## src/design/sio_defs.vh

```
// Register map, field positions, reset values and timing counts for the strobe and I/O block
`ifndef SIO_DEFS_VH
`define SIO_DEFS_VH
`define SIO_OFF_CH0 8'h00
`define SIO_OFF_CH1 8'h04
`define SIO_OFF_CH2 8'h08
`define SIO_OFF_CH3 8'h0C
`define SIO_OFF_OUT 8'h10
`define SIO_OFF_IN 8'h14
`define SIO_OFF_PCFG 8'h18
`define SIO_F_EN 31
`define SIO_F_POL 30
`define SIO_F_DLY_HI 23
`define SIO_F_DLY_LO 12
`define SIO_F_DUR_HI 11
`define SIO_F_DUR_LO 0
`define SIO_F_PORT_HI 31
`define SIO_F_PORT_LO 28
`define SIO_CH_RST 32'h00000000
`define SIO_OUT_RST 4'h0
`define SIO_PCFG_RST 8'h00
`define SIO_SRC_USER 2'h0
`define SIO_SRC_STROBE 2'h1
`define SIO_CLK_HZ 50000000
`define SIO_TICK_PER_S 1024000
`define SIO_TICK_NUM 1024
`define SIO_TICK_DEN 50000
`define SIO_RESP_OKAY 2'h0
`define SIO_RESP_SLVERR 2'h2
`endif

```

## src/design/sio_tick.v

```verilog
// Fractional divider making the 1/1024 ms tick from the core clock
`timescale 1ns/1ps
`include "sio_defs.vh"
module sio_tick (
  input wire clk,
  input wire arst_n,
  input wire ce,
  output reg tick
);
  // Accumulate 1024 per clock against 50000: average exactly 1024 ticks per ms
  reg [15:0] acc_q;
  wire [16:0] sum = {1'b0, acc_q} + 17'd`SIO_TICK_NUM;
  always @(posedge clk or negedge arst_n) begin
    if (!arst_n) begin
      acc_q <= 16'h0000;
      tick <= 1'b0;
    end else if (ce) begin
      if (sum >= 17'd`SIO_TICK_DEN) begin // [RULE_14]
        acc_q <= sum[15:0] - 16'd`SIO_TICK_DEN;
        tick <= 1'b1;
      end else begin
        acc_q <= sum[15:0];
        tick <= 1'b0;
      end
    end
  end
endmodule // sio_tick

```

## src/design/sio_strobe.v

```verilog
// One strobe pulse generator: delay then duration, restarted by exposure start
`timescale 1ns/1ps
`include "sio_defs.vh"
module sio_strobe (
  input wire clk,
  input wire arst_n,
  input wire ce,
  input wire tick,
  input wire expo,
  input wire en,
  input wire pol,
  input wire [11:0] dly,
  input wire [11:0] dur,
  output reg pin
);
  localparam [1:0] S_IDLE = 2'h0;
  localparam [1:0] S_DLY = 2'h1;
  localparam [1:0] S_ACT = 2'h2;
  reg [1:0] st_q;
  reg [11:0] cnt_q;
  always @(posedge clk or negedge arst_n) begin
    if (!arst_n) begin
      st_q <= S_IDLE;
      cnt_q <= 12'h000;
    end else if (ce) begin
      if (!en) begin
        st_q <= S_IDLE; // [RULE_02]
      end else if (expo) begin
        // Running strobe dropped, fresh delay starts
        st_q <= S_DLY; // [RULE_05] [RULE_09]
        cnt_q <= dly;
      end else begin
        case (st_q)
          S_DLY: begin
            if (cnt_q == 12'h000) begin
              st_q <= (dur == 12'h000) ? S_IDLE : S_ACT;
              cnt_q <= dur; // [RULE_06]
            end else if (tick) begin
              cnt_q <= cnt_q - 12'h001; // [RULE_04]
            end
          end
          S_ACT: begin
            if (tick) begin
              if (cnt_q == 12'h001) begin
                st_q <= S_IDLE;
              end
              cnt_q <= cnt_q - 12'h001;
            end
          end
          default: begin
            st_q <= S_IDLE;
          end
        endcase
      end
    end
  end
  always @* begin
    pin = (st_q == S_ACT) ? pol : ~pol; // [RULE_03] [RULE_13]
  end
endmodule // sio_strobe

```

## src/design/sio_top.v

```verilog
// Strobe generators, parallel output/input ports and AXI4-Lite register slave
// Summary of operation
// [RULE_01] Four independent strobe channels, zero to three
// [RULE_02] Channel pulses only while enable is one
// [RULE_03] Polarity one active high, zero active low
// [RULE_04] Delay 0..4095 ticks of 1/1024 ms
// [RULE_05] Delay counts from exposure start to active
// [RULE_06] Duration 0..4095 ticks after delay expires
// [RULE_07] Unassigned strobe drives no pin
// [RULE_08] Strobe N only to output port N
// [RULE_09] New exposure restarts running strobe immediately
// [RULE_10] Output write bits 31..28 set ports 0..3
// [RULE_11] Written bits affect only user-set ports
// [RULE_12] Input read gives ports 0..3 in 31..28
// [RULE_13] Idle, disabled or delaying output is inactive
// [RULE_14] Derive 1/1024 ms tick from core clock
//
// Local design decisions: the placing of the registers and register access over AXI4-Lite.
`timescale 1ns/1ps
`include "sio_defs.vh"
module sio_top #(
  parameter NCH = 4
) (
  input wire MCLK,
  input wire ARST_N,
  input wire CE,
  input wire EXPO_START,
  input wire [3:0] IN_PORT,
  output reg [3:0] OUT_PORT,
  input wire [7:0] S_AXI_AWADDR,
  input wire S_AXI_AWVALID,
  output reg S_AXI_AWREADY,
  input wire [31:0] S_AXI_WDATA,
  input wire [3:0] S_AXI_WSTRB,
  input wire S_AXI_WVALID,
  output reg S_AXI_WREADY,
  output reg [1:0] S_AXI_BRESP,
  output reg S_AXI_BVALID,
  input wire S_AXI_BREADY,
  input wire [7:0] S_AXI_ARADDR,
  input wire S_AXI_ARVALID,
  output reg S_AXI_ARREADY,
  output reg [31:0] S_AXI_RDATA,
  output reg [1:0] S_AXI_RRESP,
  output reg S_AXI_RVALID,
  input wire S_AXI_RREADY
);
  reg [31:0] ch_q [0:NCH-1];
  reg [3:0] user_q;
  reg [7:0] pcfg_q;
  reg [3:0] in_m_q;
  reg [3:0] in_s_q;
  reg expo_m_q;
  reg expo_s_q;
  reg expo_p_q;
  reg [7:0] aw_q;
  reg aw_ok_q;
  reg [31:0] w_q;
  reg [3:0] ws_q;
  reg w_ok_q;
  wire tick;
  wire [NCH-1:0] strobe;
  wire [NCH-1:0] out_d;
  wire expo_rise = expo_s_q & ~expo_p_q;

  // Exposure start and input pins come from outside: two-stage sync
  always @(posedge MCLK or negedge ARST_N) begin
    if (!ARST_N) begin
      in_m_q <= 4'h0;
      in_s_q <= 4'h0;
      expo_m_q <= 1'b0;
      expo_s_q <= 1'b0;
      expo_p_q <= 1'b0;
    end else if (CE) begin
      in_m_q <= IN_PORT;
      in_s_q <= in_m_q;
      expo_m_q <= EXPO_START;
      expo_s_q <= expo_m_q;
      expo_p_q <= expo_s_q;
    end
  end

  sio_tick u_tick (
    .clk(MCLK),
    .arst_n(ARST_N),
    .ce(CE),
    .tick(tick)
  );

  genvar g;
  generate
    for (g = 0; g < NCH; g = g + 1) begin : g_ch
      sio_strobe u_str ( // [RULE_01]
        .clk(MCLK),
        .arst_n(ARST_N),
        .ce(CE),
        .tick(tick),
        .expo(expo_rise),
        .en(ch_q[g][`SIO_F_EN]),
        .pol(ch_q[g][`SIO_F_POL]),
        .dly(ch_q[g][`SIO_F_DLY_HI:`SIO_F_DLY_LO]),
        .dur(ch_q[g][`SIO_F_DUR_HI:`SIO_F_DUR_LO]),
        .pin(strobe[g])
      );
      // Port g can only take strobe g; any other source leaves the user level
      assign out_d[g] = (pcfg_q[2*g+1 -: 2] == `SIO_SRC_STROBE) ? // [RULE_07] [RULE_08]
        strobe[g] : user_q[g];
    end
  endgenerate

  // One register for all ports keeps a single driver on the output
  always @(posedge MCLK or negedge ARST_N) begin
    if (!ARST_N) begin
      OUT_PORT <= 4'h0;
    end else if (CE) begin
      OUT_PORT <= out_d;
    end
  end

  // Write channel: address and data accepted in either order
  wire wr_go = aw_ok_q & w_ok_q & ~S_AXI_BVALID;
  integer i;
  always @(posedge MCLK or negedge ARST_N) begin
    if (!ARST_N) begin
      aw_q <= 8'h00;
      aw_ok_q <= 1'b0;
      w_q <= 32'h00000000;
      ws_q <= 4'h0;
      w_ok_q <= 1'b0;
      S_AXI_AWREADY <= 1'b0;
      S_AXI_WREADY <= 1'b0;
      S_AXI_BVALID <= 1'b0;
      S_AXI_BRESP <= `SIO_RESP_OKAY;
      user_q <= `SIO_OUT_RST;
      pcfg_q <= `SIO_PCFG_RST;
      for (i = 0; i < NCH; i = i + 1) begin
        ch_q[i] <= `SIO_CH_RST;
      end
    end else if (CE) begin
      S_AXI_AWREADY <= ~aw_ok_q & ~S_AXI_AWREADY & S_AXI_AWVALID;
      S_AXI_WREADY <= ~w_ok_q & ~S_AXI_WREADY & S_AXI_WVALID;
      if (S_AXI_AWVALID & S_AXI_AWREADY) begin
        aw_q <= S_AXI_AWADDR;
        aw_ok_q <= 1'b1;
      end
      if (S_AXI_WVALID & S_AXI_WREADY) begin
        w_q <= S_AXI_WDATA;
        ws_q <= S_AXI_WSTRB;
        w_ok_q <= 1'b1;
      end
      if (S_AXI_BVALID & S_AXI_BREADY) begin
        S_AXI_BVALID <= 1'b0;
      end
      if (wr_go) begin
        aw_ok_q <= 1'b0;
        w_ok_q <= 1'b0;
        S_AXI_BVALID <= 1'b1;
        S_AXI_BRESP <= `SIO_RESP_OKAY;
        if (aw_q[7:4] == 4'h0) begin
          for (i = 0; i < 4; i = i + 1) begin
            if (ws_q[i]) begin
              ch_q[aw_q[3:2]][8*i +: 8] <= w_q[8*i +: 8];
            end
          end
        end else if (aw_q == `SIO_OFF_OUT) begin
          if (ws_q[3]) begin
            // Only bits 31..28 used, bit 31 to port 0
            for (i = 0; i < 4; i = i + 1) begin
              if (pcfg_q[2*i+1 -: 2] == `SIO_SRC_USER) begin // [RULE_11]
                user_q[i] <= w_q[`SIO_F_PORT_HI - i]; // [RULE_10]
              end
            end
          end
        end else if (aw_q == `SIO_OFF_PCFG) begin
          if (ws_q[0]) begin
            pcfg_q <= w_q[7:0];
          end
        end else if (aw_q != `SIO_OFF_IN) begin
          S_AXI_BRESP <= `SIO_RESP_SLVERR;
        end
      end
    end
  end

  // Read channel: one cycle from address to data
  reg [31:0] rd_d;
  reg rd_err_d;
  always @* begin
    rd_d = 32'h00000000;
    rd_err_d = 1'b0;
    if (S_AXI_ARADDR[7:4] == 4'h0) begin
      rd_d = ch_q[S_AXI_ARADDR[3:2]];
    end else if (S_AXI_ARADDR == `SIO_OFF_OUT) begin
      rd_d = {user_q[0], user_q[1], user_q[2], user_q[3], 28'h0000000};
    end else if (S_AXI_ARADDR == `SIO_OFF_IN) begin
      rd_d = {in_s_q[0], in_s_q[1], in_s_q[2], in_s_q[3], 28'h0000000}; // [RULE_12]
    end else if (S_AXI_ARADDR == `SIO_OFF_PCFG) begin
      rd_d = {24'h000000, pcfg_q};
    end else begin
      rd_err_d = 1'b1;
    end
  end

  always @(posedge MCLK or negedge ARST_N) begin
    if (!ARST_N) begin
      S_AXI_ARREADY <= 1'b0;
      S_AXI_RVALID <= 1'b0;
      S_AXI_RDATA <= 32'h00000000;
      S_AXI_RRESP <= `SIO_RESP_OKAY;
    end else if (CE) begin
      S_AXI_ARREADY <= S_AXI_ARVALID & ~S_AXI_ARREADY & ~S_AXI_RVALID;
      if (S_AXI_ARVALID & S_AXI_ARREADY) begin
        S_AXI_RVALID <= 1'b1;
        S_AXI_RDATA <= rd_d;
        S_AXI_RRESP <= rd_err_d ? `SIO_RESP_SLVERR : `SIO_RESP_OKAY;
      end else if (S_AXI_RVALID & S_AXI_RREADY) begin
        S_AXI_RVALID <= 1'b0;
      end
    end
  end
endmodule // sio_top

```

## config.mk

```make
export PLATFORM = sky130hd
export DESIGN_NAME = sio_top
export DESIGN_NICKNAME = d
export VERILOG_FILES = /design/src/design/sio_tick.v /design/src/design/sio_strobe.v /design/src/design/sio_top.v
export VERILOG_INCLUDE_DIRS = /design/src /design/src/design
export SDC_FILE = /design/constraint.sdc
export NUM_CORES = 1
export LEC_CHECK = 0
export BUFFER_PORTS_ARGS = -buffer_cell sky130_fd_sc_hd__buf_2
export CAP_MARGIN = 20
export CORE_MARGIN = 2
export CORE_UTILIZATION = 55
export CTS_CLUSTER_DIAMETER = 50
export DETAILED_ROUTE_END_ITERATION = 12
export PLACE_DENSITY = 0.78
export SETUP_SLACK_MARGIN = 0.15
export SLEW_MARGIN = 20
export SYNTH_ARGS = -nofsm -noshare
export SYNTH_HDL_FRONTEND = slang
export SYNTH_SLANG_ARGS = --single-unit
```

## constraint.sdc

```tcl
create_clock -name MCLK -period 2.7 [get_ports MCLK]
set_input_delay 0.405 -clock MCLK [delete_from_list [all_inputs] [get_ports MCLK]]
set_output_delay 0.405 -clock MCLK [all_outputs]
set_load 0.05 [all_outputs]
```

==> summary.md, run 1 <==
The mean instance size in the synthesized netlist works out to 11.6 um^2. The net load switching power is 5.84 mW, and the count of warnings emitted by yosys is 0. By area the synthesized netlist is led by sky130_fd_sc_hd__dfrtp_1, sky130_fd_sc_hd__mux2_2, sky130_fd_sc_hd__mux4_2. The clock passes through at most 3 buffers. Summed over all cells, the static leakage comes to 8.28 nW.

In the layout the commonest cells are sky130_fd_sc_hd__dfrtp_1, sky130_fd_sc_hd__mux2_2, sky130_fd_sc_hd__nand2_1. The min-delay analysis places its worst path in the category in2reg. Measured slew at the worst slew-check pin: 714 ps. Summed over all failing endpoints, the final setup total negative slack is 0 ps. From bottom edge to top edge, the die measures 170 um.

Together, buffers and inverters on the worst path number 0. Among all flip-flop cells after synthesis, the most frequent one is sky130_fd_sc_hd__dfrtp_1. The number of clock sinks is 309.

The share of total power dissipated in combinational logic is 28.7%. The core region is 27100 um^2. Number of failing hold endpoints at the final stage: 0.

The type of the worst setup path is reg2reg. The number of antenna diodes in the final layout is 0. The worst pin sits at a relative slew slack of 52.4%. The final critical path takes up 88.3% of the cycle. For the iteration count of the initial detailed-routing pass, the log shows 6. After floorplanning, the core was divided into 60 placement rows. STA puts the critical path data required time at 3110 ps. TritonCTS built the clock tree.

The async set or reset register ratio after synthesis works out to 100%. Leaving out fill and tap cells, the most frequent cell in the layout is sky130_fd_sc_hd__dfrtp_1. In the routed layout, each cell is associated on average with a via count of 6.22. In this run the cell area measured after placement is 16300 um^2.

Power per standard cell area: 940 nW/um^2. The signal on the critical path passes through or4_1 -> nor2_1 -> and2_1 -> nand3_1 -> mux2_2. The portion of total power attributed to the clock network is 29.3%. The HPWL after detailed placement is 27900 um. The fraction of power spent switching nets was 35.5%. Entering global routing, the biggest net connects 76 pins. Compared with the post-synthesis result, the final layout area differs by 15.0%.

At the later pin of the worst-skew pair, clock insertion delay measures 540 ps. The final layout contains routed wiring with a total length of 39800 um. The tools report the number of vias after detailed routing as 11290.

For the via count of the first global-routing pass, the log shows 11343. The tools report the post-route cell area as 17500 um^2. Once the floorplan was initialized, standard cells occupied 56.2% of the core.

Buffers inserted during clock tree synthesis total 38. The area of the die is 29000 um^2, and the count of non-filler cells in the finished layout is 1816. For the net count of the finished layout, the log shows 1500. The run gives 0 as the max-capacitance violation count. In this design, the largest share of critical-path delay is due to simple AND/OR/NAND/NOR gates. The tools report the worst-case register-to-register setup slack as 320 ps. The library cell contributing the largest single delay on the critical path is sky130_fd_sc_hd__or4_1. The register bit total from synthesis was 309; the clock skew was 28.5 ps. Summed over all instances, the cell type with the most area after synthesis is sky130_fd_sc_hd__dfrtp_1. The tools report the clock tree root buffer cell as sky130_fd_sc_hd__clkbuf_16.

In this design, the stage delay of the slowest critical-path cell is 540 ps. In this run the tool buffered the top-level ports with 107 buffer cells. For this run, design rule violations remaining after detail routing come to 0. The weighted congestion reported at the end of routability-driven placement was 0.905; the sequential fraction of design power was 42.0%. The total count of max-transition violations in the final report is 0, and the number of distinct standard cells referenced by the synthesized netlist is 69. The count of boundary I/O pins was 110. Of the cells placed in the final design, the portion with a size suffix greater than 1 is 30.5%. The endpoint class of the critical path is a flip-flop. The internal power of the cells totals 10.6 mW. In this run, placement finished with an instance count of 1750. The fraction of post-synthesis cell area in the top cell type by area came out at 50.8%.

Sequential elements use 50.8% of the synthesized area. Static timing analysis puts the maximum clock frequency at 420 MHz. The flow ran to the end, and the final reports show no timing, DRC or antenna violations. The logs give 28.3% for the overall global routing resource usage and 0 for the antenna violation net count after detailed routing.

Horizontal die dimension: 170 um. The data arrival time of the worst path was 2800 ps; the number of synthesized flops with an enable pin was 0. The maximum fanout encountered on the critical timing path works out to 8. Average routed wire per standard cell: 21.9 um. STA classifies the critical path startpoint as a flip-flop.

Number of levels the H-tree was split into: 2. The smallest clock period supported by the final layout is computed as 2380 ps. After technology mapping, the gate count stands at 1314.

For the peak supply drop, the log shows 0.631 mV. The design draws 16.5 mW. Setup violations remaining at the end of the flow were counted as 0.

The cell area that synthesis handed to floorplanning was 15200 um^2. The number of antenna violations at the first check in global routing is 0, and the number of DRC markers in iteration 0 is 1198. Setup repair after global routing left no endpoint under its margin. Global routing finished with a remaining overflow of 0. Clock-pin slew was measured on the worst setup and hold paths at 60 ps. For the first-pass GRT wire length, the log shows 63200 um. Buffer count from post-CTS setup fixing: 0.
-- power by group through the flow --
stage / clock network [mW] / logic (mW) / registers, mW
2_1_floorplan: 0 / 3.72 / 6.48
3_3_place_gp: 0 / 4.48 / 6.86
3_5_place_dp: 0 / 4.63 / 6.92
4_1_cts: 4.89 / 4.68 / 6.86
5_1_grt: 5.06 / 5.19 / 7.04
6_report: 4.81 / 4.73 / 6.91
-- worst paths after layout --
| check | from | end | cells after the start |
|---|---|---|---|
| min in group asynchronous | ARST_N | g_ch[3].u_str.cnt_q[10]$_DFFE_PN0P_ | 2 |
| min | S_AXI_WDATA[22] | w_q[22]$_DFFE_PN0P_ | 2 |
| min reg2reg | S_AXI_RDATA[7]$_DFFE_PN0P_ | S_AXI_RDATA[7]$_DFFE_PN0P_ | 2 |
| max | aw_q[4]$_DFFE_PN0P_ | ch_q[6]$_DFFE_PN0P_ | 5 |
| max in group asynchronous | ARST_N | ws_q[3]$_DFFE_PN0P_ | 3 |
| max reg2reg | aw_q[4]$_DFFE_PN0P_ | ch_q[6]$_DFFE_PN0P_ | 5 |
-- kinds of logic after synthesis --
| logic type | share of synthesized area (%) |
|---|---|
| compound gates | 9.87 |
| xor+xnor | 3.16 |
| fa+ha+maj | 1.31 |
| buf+inv | 2.56 |
| flops | 50.8 |
| mux | 20.0 |
| other cells | 0.0246 |
| simple gates | 12.3 |
-- final cells by class --
cell class | instances | area, um^2
sequential | 309 | 7730
timing repair buffer | 139 | 913
inverter | 19 | 71.3
multi-input combinational | 912 | 7130
tap | 372 | 465
clock buffer | 52 | 1060
clock inverter | 13 | 125
fill | 2045 | 9600
-- timing repair --
action / CTS / global route
resized for setup: 0 / 1
hold buffers: 1 / 0
setup endpoints to repair: 0 / 1
hold endpoints to repair: 69 / 0
-- registers in the layout, summed over array words and instances, names as in the netlist, 4 cells and up --
signal / cells
OUT_PORT: 4
S_AXI_RDATA: 32
aw_q: 8
ch_q: 128
g_ch.u_str.cnt_q: 48
g_ch.u_str.st_q: 8
in_m_q: 4
in_s_q: 4
pcfg_q: 8
u_tick.acc_q: 12
user_q: 4
w_q: 32
ws_q: 4
-- Yosys cell counts (all sizes together), types with 3 or more instances --
| master | count |
|---|---|
| nand4 | 13 |
| or3 | 5 |
| clkbuf | 56 |
| nand2b | 5 |
| and2 | 4 |
| nor4b | 4 |
| a21oi | 19 |
| nor2 | 83 |
| nand4b | 4 |
| a21o | 6 |
| o21a | 4 |
| mux4 | 32 |
| or2 | 3 |
| a22o | 22 |
| a211o | 4 |
| nor2b | 16 |
| o2bb2ai | 3 |
| o211ai | 48 |
| a211oi | 4 |
| xor2 | 25 |
| or4 | 3 |
| ha | 16 |
| o211a | 3 |
| o21ai | 21 |
| dfrtp | 309 |
| a22oi | 8 |
| mux2 | 197 |
| nor4 | 21 |
| nand2 | 153 |
| inv | 19 |
| and3 | 3 |
| a32o | 4 |
| nand3 | 30 |
| nor3b | 3 |
| mux2i | 11 |
| nor3 | 22 |
| buf | 19 |
| xnor2 | 30 |
| nand3b | 5 |
| a31oi | 50 |
-- through the flow --
stage	util, %	hold slack [ps]	setup slack [ps]
after floorplan	-	109	507
after global placement	60.1	435	417
after detailed placement	60.1	432	375
after CTS	64.6	95.6	351
after global routing	64.6	99.9	162
final	64.6	94.2	317
-- routing by layer --
layer	vias up	wire (um)	global-route usage [%]
met5	-	0	0
met4	0	1530	11.7
met3	108	3200	6.28
met2	484	18500	43.5
met1	5673	16600	39.2
li1	5025	-	-
No activity file was read; power rests on OpenSTA's default activity.
==> run 2, diff against run 1 <==
--- a/config.mk
+++ b/config.mk
@@ -6,12 +6,14 @@
 export SDC_FILE = /design/constraint.sdc
 export NUM_CORES = 1
 export LEC_CHECK = 0
+export ABC_AREA = 1
 export BUFFER_PORTS_ARGS = -buffer_cell sky130_fd_sc_hd__buf_2
 export CAP_MARGIN = 20
 export CORE_MARGIN = 2
 export CORE_UTILIZATION = 55
 export CTS_CLUSTER_DIAMETER = 50
 export DETAILED_ROUTE_END_ITERATION = 12
+export GPL_TIMING_DRIVEN = 1
 export PLACE_DENSITY = 0.78
 export SETUP_SLACK_MARGIN = 0.15
 export SLEW_MARGIN = 20
==> constraint.sdc (replaced) <==
create_clock -name MCLK -period 2.55 [get_ports MCLK]
set_input_delay 0.3825 -clock MCLK [delete_from_list [all_inputs] [get_ports MCLK]]
set_output_delay 0.3825 -clock MCLK [all_outputs]
set_load 0.05 [all_outputs]
==> run 2 against run 1 <==
Against the previous run: clock skew shrank 9.6 ps; maximum frequency grew 9.3%; critical path depth grew 5; sequential power grew 1%; flip-flop and latch count is the same; critical path type unchanged.
==> summary.md, run 2 <==
The run gives 27900 um^2 (+2.8%) as the area of the placeable core. The minimum period implied by the final worst setup slack was 2180 ps (-203 ps). The number of flip-flops in the largest register works out to 128 (unchanged).

Overall global routing resource usage: 30.1% (+1.8 points). The routed via count divided by cell count is 5.80 (-6.8%), and the count of warnings emitted by yosys is 0 (unchanged). For the HPWL after detailed placement, the log shows 32300 um (+16%).

After synthesis, the largest family of logic cells by area is simple AND/OR/NAND/NOR gates. The final number of setup-violating endpoints is 0 (unchanged). Type of origin of the critical path: a flip-flop. The worst hold path begins at S_AXI_AWADDR[1].

The height of the chip was 173 um (+1.2%). Most common cell in the synthesized netlist: sky130_fd_sc_hd__nand2_1. The measured slew at the worst slew-check pin came out at 830 ps (+115 ps). Peak supply drop: 0.565 mV (-11%). For the net count of the finished layout, the log shows 2173 (+45%). The number of clock sinks is 309 (unchanged), and the post-place instance area is 16600 um^2 (+1.6%).

The flow ran to the end, and the final reports show no timing, DRC or antenna violations. For the post-layout utilization of the core, the log shows 64.4% (-0.22 points). Antenna violation net count after detailed routing: 0 (unchanged). The worst-case register-to-register setup slack is 370 ps (+50 ps), and the cell count after synthesis is 1978 (+51%). The fraction of the mapped netlist area in compound gates works out to 15.2% (+5.3 points). Compared with the post-synthesis result, the final layout area differs by 14.8%. The register bit total from synthesis was 309 (unchanged); the count of non-filler cells in the finished layout was 2499 (+38%). Number of vias after detailed routing: 14485 (+28%).

The tools report the upper clock frequency limit as 459 MHz (+9.3%). The total CTS buffers was 39 (+2.6%). The logs give 0 (unchanged) for the number of antenna violations at the first check in global routing and 8.70 nW (+5.2%) for the leakage power.

STA classifies the critical path endpoint as a flip-flop. The horizontal die dimension was 173 um (+1.2%); the multiplexer area fraction after synthesis was 0% (-20 points). TritonCTS built the clock tree. The max-capacitance violation count came out at 0 (unchanged). The tools report the post-route cell area as 17900 um^2 (+2.4%).

The tools report the end point of the most critical hold path as aw_q[1]$_DFFE_PN0P_. Cell count of the worst reg-to-reg path: 10 (+5). The run gives 0 ps (unchanged) as the aggregate negative setup slack.

The run gives 16.7 mW (+1.6%) as the overall power after layout. The effective utilization at floorplan came out at 56.1% (-0.13 points). The power per standard cell area was 933 nW/um^2 (-0.77%); the required time of the worst setup path was 3020 ps (-90 ps).

More flip-flops sit in one register than any other, and that register is ch_q. The largest registers in the layout are ch_q x128, g_ch.u_str.cnt_q x48. The synthesized-area fraction occupied by xor and xnor cells was 1.57% (-1.6 points); the via count of the first global-routing pass was 13578 (+20%). The iteration count of the initial detailed-routing pass was 5 (-1). Summed over all instances, the cell type with the most area after synthesis is sky130_fd_sc_hd__dfrtp_1. The worst slack at placement was 230 ps (-145 ps); the number of inserted diodes was 0 (unchanged). The tools report the reg-to-reg endpoint as g_ch[1].u_str.cnt_q[5]$_DFFE_PN0P_. The run gives 49.5% (-1.3 points) as the sequential fraction of the synthesis area. The library cells used most frequently in the layout, excluding fill and tap cells, are sky130_fd_sc_hd__nand2_1, sky130_fd_sc_hd__dfrtp_1, sky130_fd_sc_hd__o21ai_0. The tools report the instance count after placement with tap cells included as 2424 (+39%). The clock latency at the later pin of the worst-skew pair was 540 ps (about the same). The maximum fanout encountered on the critical timing path is 36 (+28). The run gives 50.4 ps (-43.8 ps) as the worst slack on hold paths. The largest net degree at the start of global routing was 74 (-2.6%); the row count was 61 (+1.7%). Setup repair after global routing left no endpoint under its margin.

The clock skew was 18.9 ps (-9.62 ps). DRC violation count after routing: 0 (unchanged). The min-delay analysis places its worst path in the category in2reg. The data arrival time of the worst path is 2650 ps (-150 ps), and the arithmetic-cell share of the synthesized area counting full adders, half adders and majority gates is 1.28% (-0.033 points). The share of the cycle needed by the critical path after routing was 85.5% (-2.7 points); the clock-pin slew of the registers on the worst-case setup and hold paths was 60 ps (about the same). The run gives 0 (unchanged) as the total count of max-transition violations in the final report. The tools report the netlist area before placement as 15600 um^2 (+2.6%). The area share of and/or/nand/nor cells after synthesis is 25.1% (+13 points), and the sum of overflow across all layers after global routing is 0 (unchanged). The number of levels the H-tree was split into was 2 (unchanged). The share of final-layout standard cells stronger than drive strength 1 was 11.5% (-19 points); the cell depth of the worst hold path was 3 (+1).

The average routed wire per standard cell is 18.2 um (-17%). The number of synthesized flops with an enable pin is 0 (unchanged). Ranked by instance count, the synthesized netlist is headed by sky130_fd_sc_hd__nand2_1, sky130_fd_sc_hd__dfrtp_1, sky130_fd_sc_hd__o21ai_0. For the number of distinct standard cells referenced by the synthesized netlist, the log shows 45 (-35%). The async set or reset register ratio after synthesis was 100% (unchanged). The tools report the weighted congestion reported at the end of routability-driven placement as 0.932 (+2.9%). The first-pass GRT wire length is 72200 um (+14%), and the final worst-path setup slack is 369 ps (+52.5 ps). Leaving out fill and tap cells, the most frequent cell in the layout is sky130_fd_sc_hd__nand2_1. By area the synthesized netlist is led by sky130_fd_sc_hd__dfrtp_1, sky130_fd_sc_hd__nand2_1, sky130_fd_sc_hd__o21ai_0. The logs give 3 (unchanged) for the maximum buffer depth of the clock tree and 1608 (+34%) for the number of DRC markers in iteration 0.

The number of failing hold endpoints at the final stage was 0 (unchanged); the remaining max-slew budget at the tightest pin was 44.5% (-7.9 points). The predominant post-synthesis flop cell was sky130_fd_sc_hd__dfrtp_1. The tools report the clock tree root buffer cell as sky130_fd_sc_hd__clkbuf_16.

Wire length after detailed routing: 45400 um (+14%). The mean instance size in the synthesized netlist works out to 7.89 um^2 (-32%). Type of the worst setup path: reg2reg. Count of boundary I/O pins: 110 (unchanged). The worst register-to-register path begins at expo_p_q$_DFFE_PN0P_. The count of input and output buffers was 107 (unchanged); the fraction of post-synthesis cell area in the top cell type by area was 49.5% (-1.3 points). The area of the die was 29800 um^2 (+2.5%).
-- run 2: layout make-up --
type                            instances  area [um^2]
Fill cell                            2344         9930
Sequential cell                       309         7730
Multi-Input combinational cell       1397         6750
Clock buffer                           53         1090
Timing Repair Buffer                  146          921
Inverter                              199          747
Tap cell                              378          473
Clock inverter                         17          214
-- run 2: where the power goes --
part	internal (mW)	total [mW]	switching, mW
Sequential	5.99	7.01	1.02
Combinational	1.28	4.12	2.84
Clock	3.35	5.59	2.24
Total	10.6	16.7	6.11
-- run 2: per-layer routing --
metal | up-vias | share of wire (%) | global-route usage (%)
li1 | 6717 | - | -
met1 | 6903 | 41 | 41.1
met2 | 730 | 46 | 47.9
met3 | 135 | 9.4 | 6.34
met4 | 0 | 3.5 | 10.5
met5 | - | 0 | 0
-- run 2: worst max-delay path, cell delays in order (launching register included) --
cell and delay (ps):
sky130_fd_sc_hd__dfrtp_1 410, sky130_fd_sc_hd__nor2_4 130, sky130_fd_sc_hd__inv_2 100, sky130_fd_sc_hd__buf_12 180, sky130_fd_sc_hd__nand3_1 180, sky130_fd_sc_hd__nand3_1 220
sky130_fd_sc_hd__buf_4 260, sky130_fd_sc_hd__inv_1 270, sky130_fd_sc_hd__o21ai_0 150, sky130_fd_sc_hd__a21o_1 180, sky130_fd_sc_hd__nand2_1 50
-- run 2: kinds of logic (layout without fill, tap and decap cells) --
| family | count (synthesis) | in the layout |
|---|---|---|
| adders and majority gates | 16 | 16 |
| DFF | 309 | 309 |
| xor gates and xnor gates | 28 | 28 |
| AOI/OAI and AO/OA | 429 | 429 |
| and+or+nand+nor | 922 | 922 |
| buffers and inverters | 273 | 415 |
| other | 1 | 2 |
-- run 2: how the worst max path moves through the flow --
stage,end,start
after CTS,u_tick.tick$_DFFE_PN0P_,u_tick.acc_q[10]$_DFFE_PN0P_
after global routing,u_tick.acc_q[10]$_DFFE_PN0P_,u_tick.acc_q[10]$_DFFE_PN0P_
after global placement,g_ch[1].u_str.cnt_q[5]$_DFFE_PN0P_,expo_s_q$_DFFE_PN0P_
final,g_ch[1].u_str.cnt_q[5]$_DFFE_PN0P_,expo_p_q$_DFFE_PN0P_
after detailed placement,u_tick.tick$_DFFE_PN0P_,u_tick.acc_q[10]$_DFFE_PN0P_
after floorplan,u_tick.acc_q[10]$_DFFE_PN0P_,u_tick.acc_q[11]$_DFFE_PN0P_
-- run 2: what timing repair did --
action,in CTS,in global routing
hold buffers,1,0
buffers inserted,0,3
resized for setup,0,3
endpoints found under the hold margin,67,0
setup endpoints to repair,0,20
==> run 3, diff against run 2 <==
--- a/config.mk
+++ b/config.mk
@@ -7,9 +7,9 @@
 export NUM_CORES = 1
 export LEC_CHECK = 0
 export ABC_AREA = 1
-export BUFFER_PORTS_ARGS = -buffer_cell sky130_fd_sc_hd__buf_2
+export BUFFER_PORTS_ARGS = -buffer_cell sky130_fd_sc_hd__buf_4
 export CAP_MARGIN = 20
-export CORE_MARGIN = 2
+export CORE_MARGIN = 10
 export CORE_UTILIZATION = 55
 export CTS_CLUSTER_DIAMETER = 50
 export DETAILED_ROUTE_END_ITERATION = 12
==> run 3 against run 2 <==
Against the previous run: critical path depth is 4 lower; global-route usage is 4.3 points lower; largest cell class unchanged; power is 0.85% higher; critical endpoint is now ch_q[50]$_DFFE_PN0P_.
==> summary.md, run 3 (same netlist as run 2, synthesis figures left out) <==
The run finished with clean final reports. The final worst-path setup slack is 288 ps (-81.1 ps). The count of input and output buffers works out to 107 (unchanged). The number of levels the H-tree was split into came out at 2 (unchanged). The clock latency at the later pin of the worst-skew pair came out at 530 ps (about the same).

The number of DRC markers in iteration 0 is 1836 (+14%), and the worst slack on hold paths is 61.1 ps (+10.7 ps). The minimum period implied by the final worst setup slack works out to 2260 ps (+81.1 ps). The tools report the worst slack at placement as 271 ps (+40.8 ps). The remaining max-slew budget at the tightest pin was 48.9% (+4.4 points); the power per standard cell area was 928 nW/um^2 (-0.55%). For the instance count after placement with tap cells included, the log shows 2425 (+0.041%). The measured slew at the worst slew-check pin came out at 765 ps (-64.3 ps).

Height of the chip: 189 um (+9.3%). The post-place instance area is 16800 um^2 (+1.6%). The largest net degree at the start of global routing came out at 65 (-12%). The HPWL after detailed placement came out at 33900 um (+4.8%). The tools report the area of the die as 35500 um^2 (+19%). In this run the worst hold path is classified as in2reg.

The clock skew is 19.7 ps (+0.804 ps). Average routed wire per standard cell: 18.8 um (+3.7%). The tree is rooted in a sky130_fd_sc_hd__clkbuf_16. Leaving out fill and tap cells, the most frequent cell in the layout is sky130_fd_sc_hd__nand2_1. The leakage power was 8.75 nW (+0.51%); the horizontal die dimension was 189 um (+9.3%). The tools report the sum of overflow across all layers after global routing as 0 (unchanged). TritonCTS built the clock tree. The logs give 0 (unchanged) for the DRC violation count after routing and 2496 (-0.12%) for the count of non-filler cells in the finished layout.

The share of the cycle needed by the critical path after routing came out at 88.7% (+3.2 points). The largest registers in the layout are ch_q x128, g_ch.u_str.cnt_q x48. Overall global routing resource usage: 25.8% (-4.3 points).

The count of boundary I/O pins was 110 (unchanged); the area of the placeable core was 27900 um^2 (+0.27%). The tools report the buffer count from post-CTS setup fixing as 0 (unchanged). The antenna violation net count after detailed routing was 0 (unchanged); the row count was 61 (unchanged).

For the total count of max-transition violations in the final report, the log shows 0 (unchanged). The run gives 2930 ps (-90 ps) as the required time of the worst setup path. STA classifies the critical path endpoint as a flip-flop. The net count of the finished layout is 2170 (-0.14%). The run gives 0 (unchanged) as the number of inserted diodes.

The logs give 309 (unchanged) for the number of clock sinks and 13674 (+0.71%) for the via count of the first global-routing pass. The routed via count divided by cell count is 5.77 (-0.52%). The data arrival time of the worst path was 2650 ps (about the same). The tools report the overall power after layout as 16.9 mW (+0.85%).

The upper clock frequency limit is 442 MHz (-3.6%). For the final number of setup-violating endpoints, the log shows 0 (unchanged). The run gives 0 (unchanged) as the number of antenna violations at the first check in global routing. The type of the worst setup path was reg2reg. The effective utilization at floorplan is 55.9% (-0.15 points), and the total CTS buffers is 39 (unchanged). The worst setup path is launched from a flip-flop. The most flop-heavy register is ch_q.

The aggregate negative setup slack is 0 ps (unchanged), and the post-route cell area is 18200 um^2 (+1.4%). The run gives 0.968 (+3.9%) as the weighted congestion reported at the end of routability-driven placement. The tools report the number of failing hold endpoints at the final stage as 0 (unchanged). The clock-pin slew of the registers on the worst-case setup and hold paths was 60 ps (about the same); the share of final-layout standard cells stronger than drive strength 1 was 11.4% (-0.078 points).

Setup repair after global routing could not meet its margin everywhere. The wire length after detailed routing was 47000 um (+3.6%); the peak supply drop was 0.712 mV (+26%). Number of vias after detailed routing: 14392 (-0.64%). The post-synthesis to final-layout area growth works out to 16.4%. The first-pass GRT wire length was 74700 um (+3.4%); the maximum buffer depth of the clock tree was 3 (unchanged).

The post-layout utilization of the core is 65.1% (+0.73 points). The number of flip-flops in the largest register is 128 (unchanged), and the max-capacitance violation count is 0 (unchanged). Maximum fanout encountered on the critical timing path: 16 (-56%). In the layout the commonest cells are sky130_fd_sc_hd__nand2_1, sky130_fd_sc_hd__dfrtp_1, sky130_fd_sc_hd__o21ai_0. Iteration count of the initial detailed-routing pass: 6 (+1).
run 3: cell count changes in the layout (fill, tap and decap cells not counted), sizes merged:
cell	previous run	this run
buf	144	142
bufinv	3	5
clkbuf	54	52
inv	205	203
clkinvlp	1	2
run 3: routing by layer:
| metal | GRT usage, % | share of wire [%] | vias to the layer above |
|---|---|---|---|
| met2 | 41.9 | 47 | 717 |
| met4 | 7.33 | 2.8 | 0 |
| met5 | 0 | 0 | - |
| met3 | 4.52 | 9.4 | 117 |
| met1 | 34.8 | 40 | 6825 |
| li1 | - | - | 6733 |
run 3: area by class of cell:
type	instances	area, um^2
timing repair buffer	143	1150
tap	378	473
fill	2398	9750
clock buffer	52	1080
sequential	309	7730
clock inverter	18	245
inverter	199	747
multi-input combinational	1397	6750
run 3: worst max-delay path: stages (launching register included):
cell and delay (ps):
sky130_fd_sc_hd__dfrtp_1 380, sky130_fd_sc_hd__nor3_1 290, sky130_fd_sc_hd__nand2_1 170, sky130_fd_sc_hd__nor2_4 430, sky130_fd_sc_hd__nand3_1 540, sky130_fd_sc_hd__nand2_1 200
sky130_fd_sc_hd__o21ai_0 110
run 3: power breakdown:
group,internal [mW],switching [mW],total [mW]
Sequential,5.99,1.00,6.99
Combinational,1.33,2.84,4.17
Clock,3.52,2.18,5.70
run 3: path summary, 6_finish.rpt:
kind | startpoint | end | slack [ps] | cells after the start
setup / recovery | aw_q[5]$_DFFE_PN0P_ | ch_q[50]$_DFFE_PN0P_ | 290 | 6
hold / removal | S_AXI_WDATA[14] | w_q[14]$_DFFE_PN0P_ | 60 | 3
setup reg to reg | aw_q[5]$_DFFE_PN0P_ | ch_q[50]$_DFFE_PN0P_ | 290 | 6
hold reg to reg | g_ch[3].u_str.st_q[0]$_DFFE_PN0P_ | g_ch[3].u_str.st_q[0]$_DFFE_PN0P_ | 470 | 2
max in group asynchronous | ARST_N | aw_q[4]$_DFFE_PN0P_ | 1400 | 3
min in group asynchronous | ARST_N | g_ch[2].u_str.cnt_q[7]$_DFFE_PN0P_ | 420 | 2
run 3: repair_timing:
| item | CTS | global route |
|---|---|---|
| setup endpoints to repair | 0 | 19 |
| hold endpoints to repair | 56 | 0 |
| resized for setup | 0 | 3 |
| hold buffers | 1 | 0 |
